[config.mk]
export PLATFORM = sky130hd
export DESIGN_NAME = rbw_relay_ctrl
export DESIGN_NICKNAME = d
export VERILOG_FILES = /design/src/core/rbw_pkg.sv /design/src/core/rbw_link_if.sv /design/src/core/rbw_line_monitor.sv /design/src/core/rbw_hb_watchdog.sv /design/src/core/rbw_relay_ctrl.sv
export SDC_FILE = /design/constraint.sdc
export NUM_CORES = 1
export LEC_CHECK = 0
export BUFFER_PORTS_ARGS = -buffer_cell sky130_fd_sc_hd__buf_2
export CORE_MARGIN = 3
export CORE_UTILIZATION = 60
export CTS_CLUSTER_SIZE = 40
export DETAILED_ROUTE_END_ITERATION = 6
export PLACE_DENSITY = 0.76
export SLEW_MARGIN = 15
export SYNTH_ARGS = -nofsm -noshare
export SYNTH_HDL_FRONTEND = slang
export SYNTH_SLANG_ARGS = --single-unit
[constraint.sdc]
create_clock -name core_clk -period 5.41 [get_ports core_clk]
set_input_delay 0.541 -clock core_clk [delete_from_list [all_inputs] [get_ports core_clk]]
set_output_delay 0.541 -clock core_clk [all_outputs]
set_load 0.005 [all_outputs]
[src/core/rbw_pkg.sv]
//====================
// Overview of operation
// host toggles the heartbeat channel on a three-second cycle while alive
// heartbeat steady on or off for thirty seconds forces all valves and heaters off
// decode I2C write commands and set each relay and switch output accordingly
// power-up hold keeps outputs, ports and I2C fixed until host takes control; the I2C engine here is held idle only until the supply settles
// sixteen status indicators, one per channel, lit when the channel is energised
// cell heater channel energised heats the reaction cell, default not heating
// converter heater channel heats only when span gas generator option is fitted
// zero/span valve energised routes span gas, default routes zero gas
// sample/cal valve energised passes calibration gas, default passes sample gas
// autozero valve energised bypasses reaction cell, default routes to cell
// converter path valve energised passes gas through converter, default bypasses
// dual span valve energised selects span inlet one, else inlet two; option only
// span shutoff energised stops span gas, default open; pressurized span option only
// zero shutoff energised stops zero gas, default open; pressurized zero option only
// valves form two driver groups of at most four valves each
// heaters switch only through their relay channel on host command
// after a trip stay off until heartbeat resumes and host rewrites commands
//====================
package rbw_pkg;

    // ====================
    // timing
    localparam longint CLK_HZ = 25_000_000;
    localparam longint HB_TIMEOUT_S = 30;
    localparam longint HB_TIMEOUT_CYC = HB_TIMEOUT_S * CLK_HZ;
    localparam longint POR_TIME_MS = 100;
    localparam longint POR_CYC = (POR_TIME_MS * CLK_HZ) / 1000;

    // ====================
    // I2C register indices
    localparam logic [7:0] REG_CMD_LO = 8'h00;
    localparam logic [7:0] REG_CMD_HI = 8'h01;
    localparam logic [7:0] REG_CONTROL = 8'h02;
    localparam logic [7:0] REG_STATUS = 8'h03;
    localparam logic [6:0] I2C_ADDR_DEFAULT = 7'h20;

    // ====================
    // channel positions in the command word
    localparam int CH_HEARTBEAT = 0;
    localparam int CH_CELL_HEATER = 1;
    localparam int CH_AUX_HEATER = 2;
    localparam int CH_CONV_HEATER = 4;
    localparam int CH_ZERO_SPAN = 6;
    localparam int CH_SAMPLE_CAL = 7;
    localparam int CH_AUTOZERO = 8;
    localparam int CH_CONV_PATH = 9;
    localparam int CH_DUAL_SPAN = 10;
    localparam int CH_SPAN_SHUTOFF = 11;
    localparam int CH_ZERO_SHUTOFF = 12;
    localparam int VALVE_GRP_A_LSB = 6;
    localparam int VALVE_GRP_B_LSB = 10;
    localparam int VALVES_PER_GRP = 4;
    localparam int NUM_CHANNELS = 16;
    localparam logic [15:0] CMD_RESET = 16'h0000;
    localparam logic [15:0] HB_ONLY_MASK = 16'h0001;

    // ====================
    // control and status bit positions
    localparam int CTL_TAKE_BIT = 0;
    localparam int STS_TRIP_BIT = 0;
    localparam int STS_HOLD_BIT = 1;
    localparam int STS_HB_RESUMED_BIT = 2;

    // ====================
    // state encodings
    typedef enum logic [2:0] {
        I2C_IDLE, I2C_ADDR, I2C_INDEX, I2C_WDATA, I2C_RDATA, I2C_RACK
    } rbw_i2c_state_t;

    typedef enum logic [1:0] {
        PU_WAIT_SUPPLY, PU_WAIT_HOST, PU_RUN
    } rbw_pu_state_t;

endpackage

[src/core/rbw_link_if.sv]
`timescale 1ns/1ps
// ====================
// line events and watchdog handshake between the core and its helpers
interface rbw_link_if;
    logic sclRise;
    logic sclFall;
    logic startSeen;
    logic stopSeen;
    logic sdaLevel;
    logic hbLevel;
    logic wdArm;
    logic wdTrip;
    logic hbToggled;

    modport mon (output sclRise, sclFall, startSeen, stopSeen, sdaLevel);
    modport wd (input hbLevel, wdArm, output wdTrip, hbToggled);
    modport core (input sclRise, sclFall, startSeen, stopSeen, sdaLevel, wdTrip, hbToggled,
                  output hbLevel, wdArm);
endinterface

[src/core/rbw_line_monitor.sv]
`timescale 1ns/1ps
// ====================
// turns the sampled I2C lines into edge and start/stop events
module rbw_line_monitor
    import rbw_pkg::*;
(
    input wire logic core_clk,
    input wire logic rst_b,
    input wire logic sclIn,
    input wire logic sdaIn,
    rbw_link_if.mon lnk
);
    typedef struct packed {
        logic scl;
        logic sda;
        logic sclPrev;
        logic sdaPrev;
    } rbw_mon_st_t;

    rbw_mon_st_t st;
    rbw_mon_st_t next_st;

    // shift the line history
    always_comb begin
        next_st = st;
        next_st.scl = sclIn;
        next_st.sda = sdaIn;
        next_st.sclPrev = st.scl;
        next_st.sdaPrev = st.sda;
    end

    // idle bus is high on both lines
    always_ff @(posedge core_clk) begin
        if (!rst_b) begin
            st <= '1;
        end else begin
            st <= next_st;
        end
    end

    // events seen between the two history stages
    assign lnk.sclRise = st.scl & ~st.sclPrev;
    assign lnk.sclFall = ~st.scl & st.sclPrev;
    assign lnk.startSeen = st.scl & st.sclPrev & st.sdaPrev & ~st.sda;
    assign lnk.stopSeen = st.scl & st.sclPrev & ~st.sdaPrev & st.sda;
    assign lnk.sdaLevel = st.sda;
endmodule

[src/core/rbw_hb_watchdog.sv]
`timescale 1ns/1ps
// ====================
// measures how long the heartbeat channel has stood still
module rbw_hb_watchdog
    import rbw_pkg::*;
#(
    parameter longint TimeoutCycles = HB_TIMEOUT_CYC
) (
    input wire logic core_clk,
    input wire logic rst_b,
    rbw_link_if.wd lnk
);
    localparam logic [31:0] LIMIT = 32'(TimeoutCycles);

    typedef struct packed {
        logic prevHb;
        logic [31:0] count;
        logic trip;
        logic toggled;
    } rbw_wd_st_t;

    rbw_wd_st_t st;
    rbw_wd_st_t next_st;

    // count still cycles, fire one trip pulse at the limit
    always_comb begin
        next_st = st;
        next_st.trip = 1'h0;
        next_st.toggled = 1'h0;
        next_st.prevHb = lnk.hbLevel;
        if (lnk.hbLevel != st.prevHb) begin
            next_st.count = '0;
            next_st.toggled = 1'h1;
        end else if (!lnk.wdArm) begin
            next_st.count = '0;
        end else if (st.count < LIMIT - 32'h0000_0001) begin
            next_st.count = st.count + 32'h0000_0001;
        end else if (st.count == LIMIT - 32'h0000_0001) begin
            next_st.trip = 1'h1;
            next_st.count = LIMIT;
        end
    end

    always_ff @(posedge core_clk) begin
        if (!rst_b) begin
            st <= '0;
        end else begin
            st <= next_st;
        end
    end

    assign lnk.wdTrip = st.trip;
    assign lnk.hbToggled = st.toggled;
endmodule

[src/core/rbw_relay_ctrl.sv]
`timescale 1ns/1ps
// ====================
// relay board output controller: I2C slave, power-up hold, watchdog safe state
module rbw_relay_ctrl
    import rbw_pkg::*;
#(
    parameter logic [6:0] I2cAddr = I2C_ADDR_DEFAULT,
    parameter longint HbTimeoutCycles = HB_TIMEOUT_CYC,
    parameter longint PorCycles = POR_CYC
) (
    input wire logic core_clk,
    input wire logic rst_b,
    input wire logic supplyOk,
    input wire logic sclIn,
    input wire logic sdaIn,
    output logic sdaOut,
    output logic sdaOe,
    input wire logic optSpanGen,
    input wire logic optDualSpan,
    input wire logic optPressSpan,
    input wire logic optPressZero,
    output logic [15:0] statusLed,
    output logic cellHeaterOn,
    output logic auxHeaterOn,
    output logic converterHeaterOn,
    output logic [3:0] valveGroupA,
    output logic [3:0] valveGroupB,
    output logic powerUpHold,
    output logic watchdogTripped
);
    localparam logic [31:0] POR_LAST = 32'(PorCycles - 1);
    localparam logic [3:0] BYTE_BITS = 4'h8;

    typedef struct packed {
        rbw_pu_state_t pu;
        logic [31:0] porCnt;
        rbw_i2c_state_t i2c;
        logic [3:0] bitCnt;
        logic [7:0] shift;
        logic [7:0] index;
        logic handover;
        logic sdaOe;
        logic sdaOut;
        logic [15:0] cmd;
        logic tripped;
        logic hbResumed;
        logic [15:0] led;
        logic [2:0] heater;
        logic [3:0] valveA;
        logic [3:0] valveB;
        logic hold;
    } rbw_core_st_t;

    rbw_core_st_t st;
    rbw_core_st_t next_st;
    rbw_link_if lnk();

    // ====================
    // helpers
    rbw_line_monitor u_mon (
        .core_clk(core_clk),
        .rst_b(rst_b),
        .sclIn(sclIn),
        .sdaIn(sdaIn),
        .lnk(lnk)
    );

    rbw_hb_watchdog #(
        .TimeoutCycles(HbTimeoutCycles)
    ) u_wd (
        .core_clk(core_clk),
        .rst_b(rst_b),
        .lnk(lnk)
    );

    // heartbeat level and arming seen by the watchdog
    assign lnk.hbLevel = st.cmd[CH_HEARTBEAT];
    assign lnk.wdArm = (st.pu == PU_RUN);

    // ====================
    // register read decode
    function automatic logic [7:0] readReg(input rbw_core_st_t s, input logic [7:0] idx);
        logic [7:0] val;
        val = 8'h00;
        if (idx == REG_CMD_LO) begin
            val = s.cmd[7:0];
        end else if (idx == REG_CMD_HI) begin
            val = s.cmd[15:8];
        end else if (idx == REG_CONTROL) begin
            val[CTL_TAKE_BIT] = (s.pu == PU_RUN);
        end else if (idx == REG_STATUS) begin
            val[STS_TRIP_BIT] = s.tripped;
            val[STS_HOLD_BIT] = s.hold;
            val[STS_HB_RESUMED_BIT] = s.hbResumed;
        end
        return val;
    endfunction

    // ====================
    // next-state logic
    always_comb begin
        logic wrEn;
        logic [7:0] wrIdx;
        logic [7:0] wrData;
        logic [15:0] eff;
        wrEn = 1'h0;
        wrIdx = 8'h00;
        wrData = 8'h00;
        eff = CMD_RESET;
        next_st = st;
        next_st.sdaOut = 1'h0;

        // power-up supervisor
        case (st.pu)
            PU_WAIT_SUPPLY: begin
                if (!supplyOk) begin
                    next_st.porCnt = '0;
                end else if (st.porCnt >= POR_LAST) begin
                    next_st.pu = PU_WAIT_HOST;
                    next_st.porCnt = '0;
                end else begin
                    next_st.porCnt = st.porCnt + 32'h0000_0001;
                end
            end
            default: begin
            end
        endcase

        // I2C byte engine, alive once the supply has settled
        if (st.pu == PU_WAIT_SUPPLY) begin
            next_st.i2c = I2C_IDLE;
            next_st.sdaOe = 1'h0;
            next_st.handover = 1'h0;
        end else if (lnk.startSeen) begin
            next_st.i2c = I2C_ADDR;
            next_st.bitCnt = '0;
            next_st.sdaOe = 1'h0;
            next_st.handover = 1'h0;
        end else if (lnk.stopSeen) begin
            next_st.i2c = I2C_IDLE;
            next_st.sdaOe = 1'h0;
            next_st.handover = 1'h0;
        end else if (lnk.sclRise) begin
            case (st.i2c)
                I2C_ADDR, I2C_INDEX, I2C_WDATA: begin
                    if (!st.handover) begin
                        next_st.shift = {st.shift[6:0], lnk.sdaLevel};
                        next_st.bitCnt = st.bitCnt + 4'h1;
                    end
                end
                I2C_RDATA: begin
                    if (!st.handover) begin
                        next_st.bitCnt = st.bitCnt + 4'h1;
                    end
                end
                I2C_RACK: begin
                    if (!lnk.sdaLevel) begin
                        next_st.i2c = I2C_RDATA;
                        next_st.index = st.index + 8'h01;
                        next_st.handover = 1'h1;
                    end else begin
                        next_st.i2c = I2C_IDLE;
                    end
                end
                default: begin
                end
            endcase
        end else if (lnk.sclFall) begin
            if (st.handover) begin
                // end of acknowledge slot, first read bit goes out here
                next_st.handover = 1'h0;
                next_st.sdaOe = 1'h0;
                next_st.bitCnt = '0;
                if (st.i2c == I2C_RDATA) begin
                    next_st.shift = readReg(st, st.index);
                    next_st.sdaOe = ~next_st.shift[7];
                end
            end else if (st.bitCnt == BYTE_BITS) begin
                next_st.bitCnt = '0;
                case (st.i2c)
                    I2C_ADDR: begin
                        if (st.shift[7:1] == I2cAddr) begin
                            next_st.handover = 1'h1;
                            next_st.sdaOe = 1'h1;
                            next_st.i2c = st.shift[0] ? I2C_RDATA : I2C_INDEX;
                        end else begin
                            next_st.i2c = I2C_IDLE;
                        end
                    end
                    I2C_INDEX: begin
                        next_st.index = st.shift;
                        next_st.handover = 1'h1;
                        next_st.sdaOe = 1'h1;
                        next_st.i2c = I2C_WDATA;
                    end
                    I2C_WDATA: begin
                        wrEn = 1'h1;
                        wrIdx = st.index;
                        wrData = st.shift;
                        next_st.index = st.index + 8'h01;
                        next_st.handover = 1'h1;
                        next_st.sdaOe = 1'h1;
                    end
                    I2C_RDATA: begin
                        next_st.sdaOe = 1'h0;
                        next_st.i2c = I2C_RACK;
                    end
                    default: begin
                    end
                endcase
            end else if (st.i2c == I2C_RDATA) begin
                next_st.shift = {st.shift[6:0], 1'h0};
                next_st.sdaOe = ~st.shift[6];
            end
        end

        // register writes
        if (wrEn) begin
            if (wrIdx == REG_CMD_LO) begin
                next_st.cmd[7:0] = wrData;
            end else if (wrIdx == REG_CMD_HI) begin
                next_st.cmd[15:8] = wrData;
            end else if (wrIdx == REG_CONTROL) begin
                if (wrData[CTL_TAKE_BIT]) begin
                    next_st.pu = PU_RUN;
                end else begin
                    next_st.pu = PU_WAIT_HOST;
                end
            end
            // rewrite after resumed heartbeat re-arms the outputs
            if ((wrIdx == REG_CMD_LO || wrIdx == REG_CMD_HI) && st.tripped && st.hbResumed) begin
                next_st.tripped = 1'h0;
                next_st.hbResumed = 1'h0;
            end
        end

        // heartbeat seen again after a trip
        if (lnk.hbToggled && st.tripped) begin
            next_st.hbResumed = 1'h1;
        end

        // trip wins over a rewrite clear in the same cycle; supply loss still clears it
        if (lnk.wdTrip) begin
            next_st.tripped = 1'h1;
            next_st.hbResumed = 1'h0;
            next_st.cmd = next_st.cmd & HB_ONLY_MASK;
        end

        // supply loss returns everything to the held state
        if (!supplyOk && st.pu != PU_WAIT_SUPPLY) begin
            next_st.pu = PU_WAIT_SUPPLY;
            next_st.porCnt = '0;
            next_st.cmd = CMD_RESET;
            next_st.tripped = 1'h0;
            next_st.hbResumed = 1'h0;
        end

        // effective channel states
        if (st.pu != PU_RUN) begin
            eff = CMD_RESET;
        end else if (st.tripped) begin
            eff = st.cmd & HB_ONLY_MASK;
        end else begin
            eff = st.cmd;
        end
        eff[CH_CONV_HEATER] = eff[CH_CONV_HEATER] & optSpanGen;
        eff[CH_DUAL_SPAN] = eff[CH_DUAL_SPAN] & optDualSpan;
        eff[CH_SPAN_SHUTOFF] = eff[CH_SPAN_SHUTOFF] & optPressSpan;
        eff[CH_ZERO_SHUTOFF] = eff[CH_ZERO_SHUTOFF] & optPressZero;

        // indicators and drivers
        next_st.led = eff;
        next_st.heater = {eff[CH_CONV_HEATER], eff[CH_AUX_HEATER], eff[CH_CELL_HEATER]};
        next_st.valveA = eff[VALVE_GRP_A_LSB +: VALVES_PER_GRP];
        next_st.valveB = eff[VALVE_GRP_B_LSB +: VALVES_PER_GRP];
        next_st.hold = (next_st.pu != PU_RUN);
    end

    // ====================
    // state register
    always_ff @(posedge core_clk) begin
        if (!rst_b) begin
            st <= '0;
            st.hold <= 1'h1;
        end else begin
            st <= next_st;
        end
    end

    // ====================
    // outputs, all straight from the state register
    assign sdaOut = st.sdaOut;
    assign sdaOe = st.sdaOe;
    assign statusLed = st.led;
    assign cellHeaterOn = st.heater[0];
    assign auxHeaterOn = st.heater[1];
    assign converterHeaterOn = st.heater[2];
    // group A: zero/span, sample/cal, autozero, measurement path select
    assign valveGroupA = st.valveA;
    // group B: dual span, span shutoff, zero shutoff, spare
    assign valveGroupB = st.valveB;
    assign powerUpHold = st.hold;
    assign watchdogTripped = st.tripped;
endmodule

==> impl_metrics.yaml <==
sta:
  fmax_mhz: 375.0
  fin_tns_setup_ns: 0
  worst_slew_pin_slew_ns: 0.8859
  finalHoldViolations: 0
  fin_skew_ns: 0.009047
  worst_slack_ns: 2.743
  maxSlewHeadroom_pct: 40.62
  rsz0062_at_grt: "no"
  fin_crit_ns: 2.667
  slew_violations: 0
  setup_viol: 0
  fin_crit_sh_pct: 49.29
  whs_ns: 0.1863
cts:
  cts_buffers: 17
  numClockSinks: 133
  cts_buffer_depth: 2
  cts_tree: "done"
  cts_setup_buffers: 0
  cts_hold_buffers: 0
  clk_pin_slew_ns: 0.06
  root_buffer: "clkbuf_8"
  clkLatencyLatePin_ns: 0.53
  h-tree-depth: 4
  cts_resized: 0
min_path:
  min_to: "u_mon.lnk.sdaLevel$_SDFF_PN1_"
  hold_path.class: "primary input to register"
  min_from: "sdaIn"
  min_path_cells: 2
power_and_ir_drop:
  p_total_mw: 2.175
  power.density_mw_per_mm2: 298.8
  ir_worst_vdd_mv: 0.2336
  p_leak_nw: 2.778
layout:
  finalNetCount: 821
  ff_latch_area_mm2: 0.002663
  n_fill_cell: 838
  fin_cells: 950
  post-route-util_pct: 68.97
  drive_above_1_share_pct: 10.69
  area_growth_pct: 9.423
  multi_input_area_mm2: 0.003582
  diodes: 0
  design_area_mm2: 0.007279
logic_synthesis:
  synthTopCellsByArea: "dfxtp_1 40%, nand2_1 5.0%, nor2_1 4.3%, mux2i_1 3.6%, a21oi_1 3.5%"
  synth_ff_type: "dfxtp_1"
  netlist_top_cells_count: "133 x dfxtp_1, 88 x nand2_1, 76 x nor2_1"
  post-synth-top-count-cell: "dfxtp_1"
  ys_warn_count: 0
  yosys.area.top_type: "dfxtp_1"
  synth_seq_area_share_pct: 40.02
  synth.distinct_cells: 69
  ys_ff_latch: 133
  synth.avg_cell_area_um2: 8.274
  async_flop_share_pct: 0
  syn_inst: 804
  syn_nets: 824
  synth_top_area_share_pct: 40.02
  synth-edff-count: 0
  synth.cell_area_mm2: 0.006653
place:
  pre_cts_slack_ns: 2.527
  placedCellCount: 918
  port_buffers: 38
  gp_congestion: 0.8842
  dp.final_hpwl_um: 9879
  place_area_mm2: 0.006688
worst_setup_path:
  setup.worst_path.start_class: "register"
  cp-startpoint: "u_mon.st[1]$_SDFF_PN1_"
  arrival_ns: 3.08
  critPathMaxFanout: 15
  crit_path_end_kind: "register"
  worst-r2r-cell-count: 8
  required_ns: 5.83
  r2r-start: "u_mon.st[1]$_SDFF_PN1_"
  r2r_setup_slack_ns: 2.74
  path_class: "register to register"
  r2r_end: "st[45]$_SDFFE_PP0P_"
floorplan:
  fp.dieH_um: 111.3
  io_pins: 40
  initial_utilization_pct: 63.03
  die_w_um: 111.3
  die-area_mm2: 0.01239
  rows: 37
  coreArea_mm2: 0.01056
global_routing:
  grt_start_max_net_pins: 38
  grt_usage_pct: 23.31
  grt_overflow_total: 0
  antenna_found_initial: 0
  grt_first_pass_wirelength_um: 24520
  grt_pass1_vias: 5244
detailed_routing:
  dr.pass1.iters: 5
  post_drt_wl_per_cell_um: 15.27
  drtAntennaViolNets: 0
  avgViaCountPerCell: 6.085
  first_iter_violations: 469
  drt_wl_total_um: 14510
  num_vias: 5781
  drc: 0
status:
  status: "complete, no violations"
job:
  drv_cap: 0
[power by group]
part	internal [mW]	total, mW	switching [mW]
clock network	0.705	1.15	0.449
registers	0.982	0.984	0.00271
logic	0.0120	0.0370	0.0250
[registers in the layout, indices dropped and copies added (netlist names)]
| register | count |
|---|---|
| u_mon.lnk.sdaLevel | 1 |
| watchdogTripped | 1 |
| u_wd.st | 33 |
| u_wd.lnk.hbToggled | 1 |
| u_mon.st | 2 |
| u_mon.next_st | 1 |
| lnk.hbLevel | 1 |
| sdaOe | 1 |
| statusLed | 16 |
| u_wd.lnk.wdTrip | 1 |
| powerUpHold | 1 |
| st | 74 |
[routing by layer]
| layer | up-vias | GRT usage (%) | routed length, um |
|---|---|---|---|
| met3 | 34 | 5.677 | 913 |
| li1 | 2855 | - | - |
| met4 | 0 | 9.408 | 266 |
| met5 | - | 0 | 0 |
| met2 | 191 | 35.87 | 6599 |
| met1 | 2701 | 31.56 | 6731 |
[cell usage in the layout (no fill, tap or decap), drive strengths merged, types with 24 or more instances in the layout]
cell type  instances
mux2i             24
o21ai             37
nor2              76
and2              29
nand2             88
dfxtp            133
a21oi             47
nand3             36
buf               39
inv               24
[area by class of cell]
class	count	share of cell area, %
Inverter	20	1.031
Sequential cell	133	36.58
Clock buffer	17	5.689
Clock inverter	15	2.441
Tap cell	136	2.338
Multi-Input combinational cell	590	49.21
Timing Repair Buffer	39	2.716
[cells by family (layout without fill, tap and decap cells)]
group / count (synthesis) / after routing / share of synthesized area [%]
xor+xnor: 25 / 25 / 3.291
fa+ha+maj: 11 / 11 / 2.069
mux: 25 / 25 / 3.780
buf+inv: 81 / 91 / 6.131
compound gates: 171 / 171 / 16.95
simple gates: 357 / 357 / 27.70
other cells: 1 / 1 / 0.05637
flops: 133 / 133 / 40.02
[critical path, cell delays in order (launching register included)]
cell,delay [ns]
dfxtp_1,0.36
inv_1,0.05
ha_1,0.36
inv_1,0.27
nand3_1,0.15
nor4_1,0.59
nand2_1,0.45
mux2i_1,0.28
nor2_1,0.05
[worst max path at each step]
| stage | to | slack (ns) | depth (start not counted) |
|---|---|---|---|
| 2_1_floorplan | lnk.hbLevel$_SDFFE_PP0P_ | 3.33 | 9 |
| 3_3_place_gp | st[77]$_SDFFE_PP0P_ | 2.65 | 6 |
| 3_5_place_dp | st[77]$_SDFFE_PP0P_ | 2.53 | 6 |
| 4_1_cts | st[39]$_SDFFE_PP0P_ | 2.76 | 8 |
| 5_1_grt | st[39]$_SDFFE_PP0P_ | 2.59 | 8 |
| 6_report | st[45]$_SDFFE_PP0P_ | 2.74 | 8 |
Power figures use the tool's default switching activity.
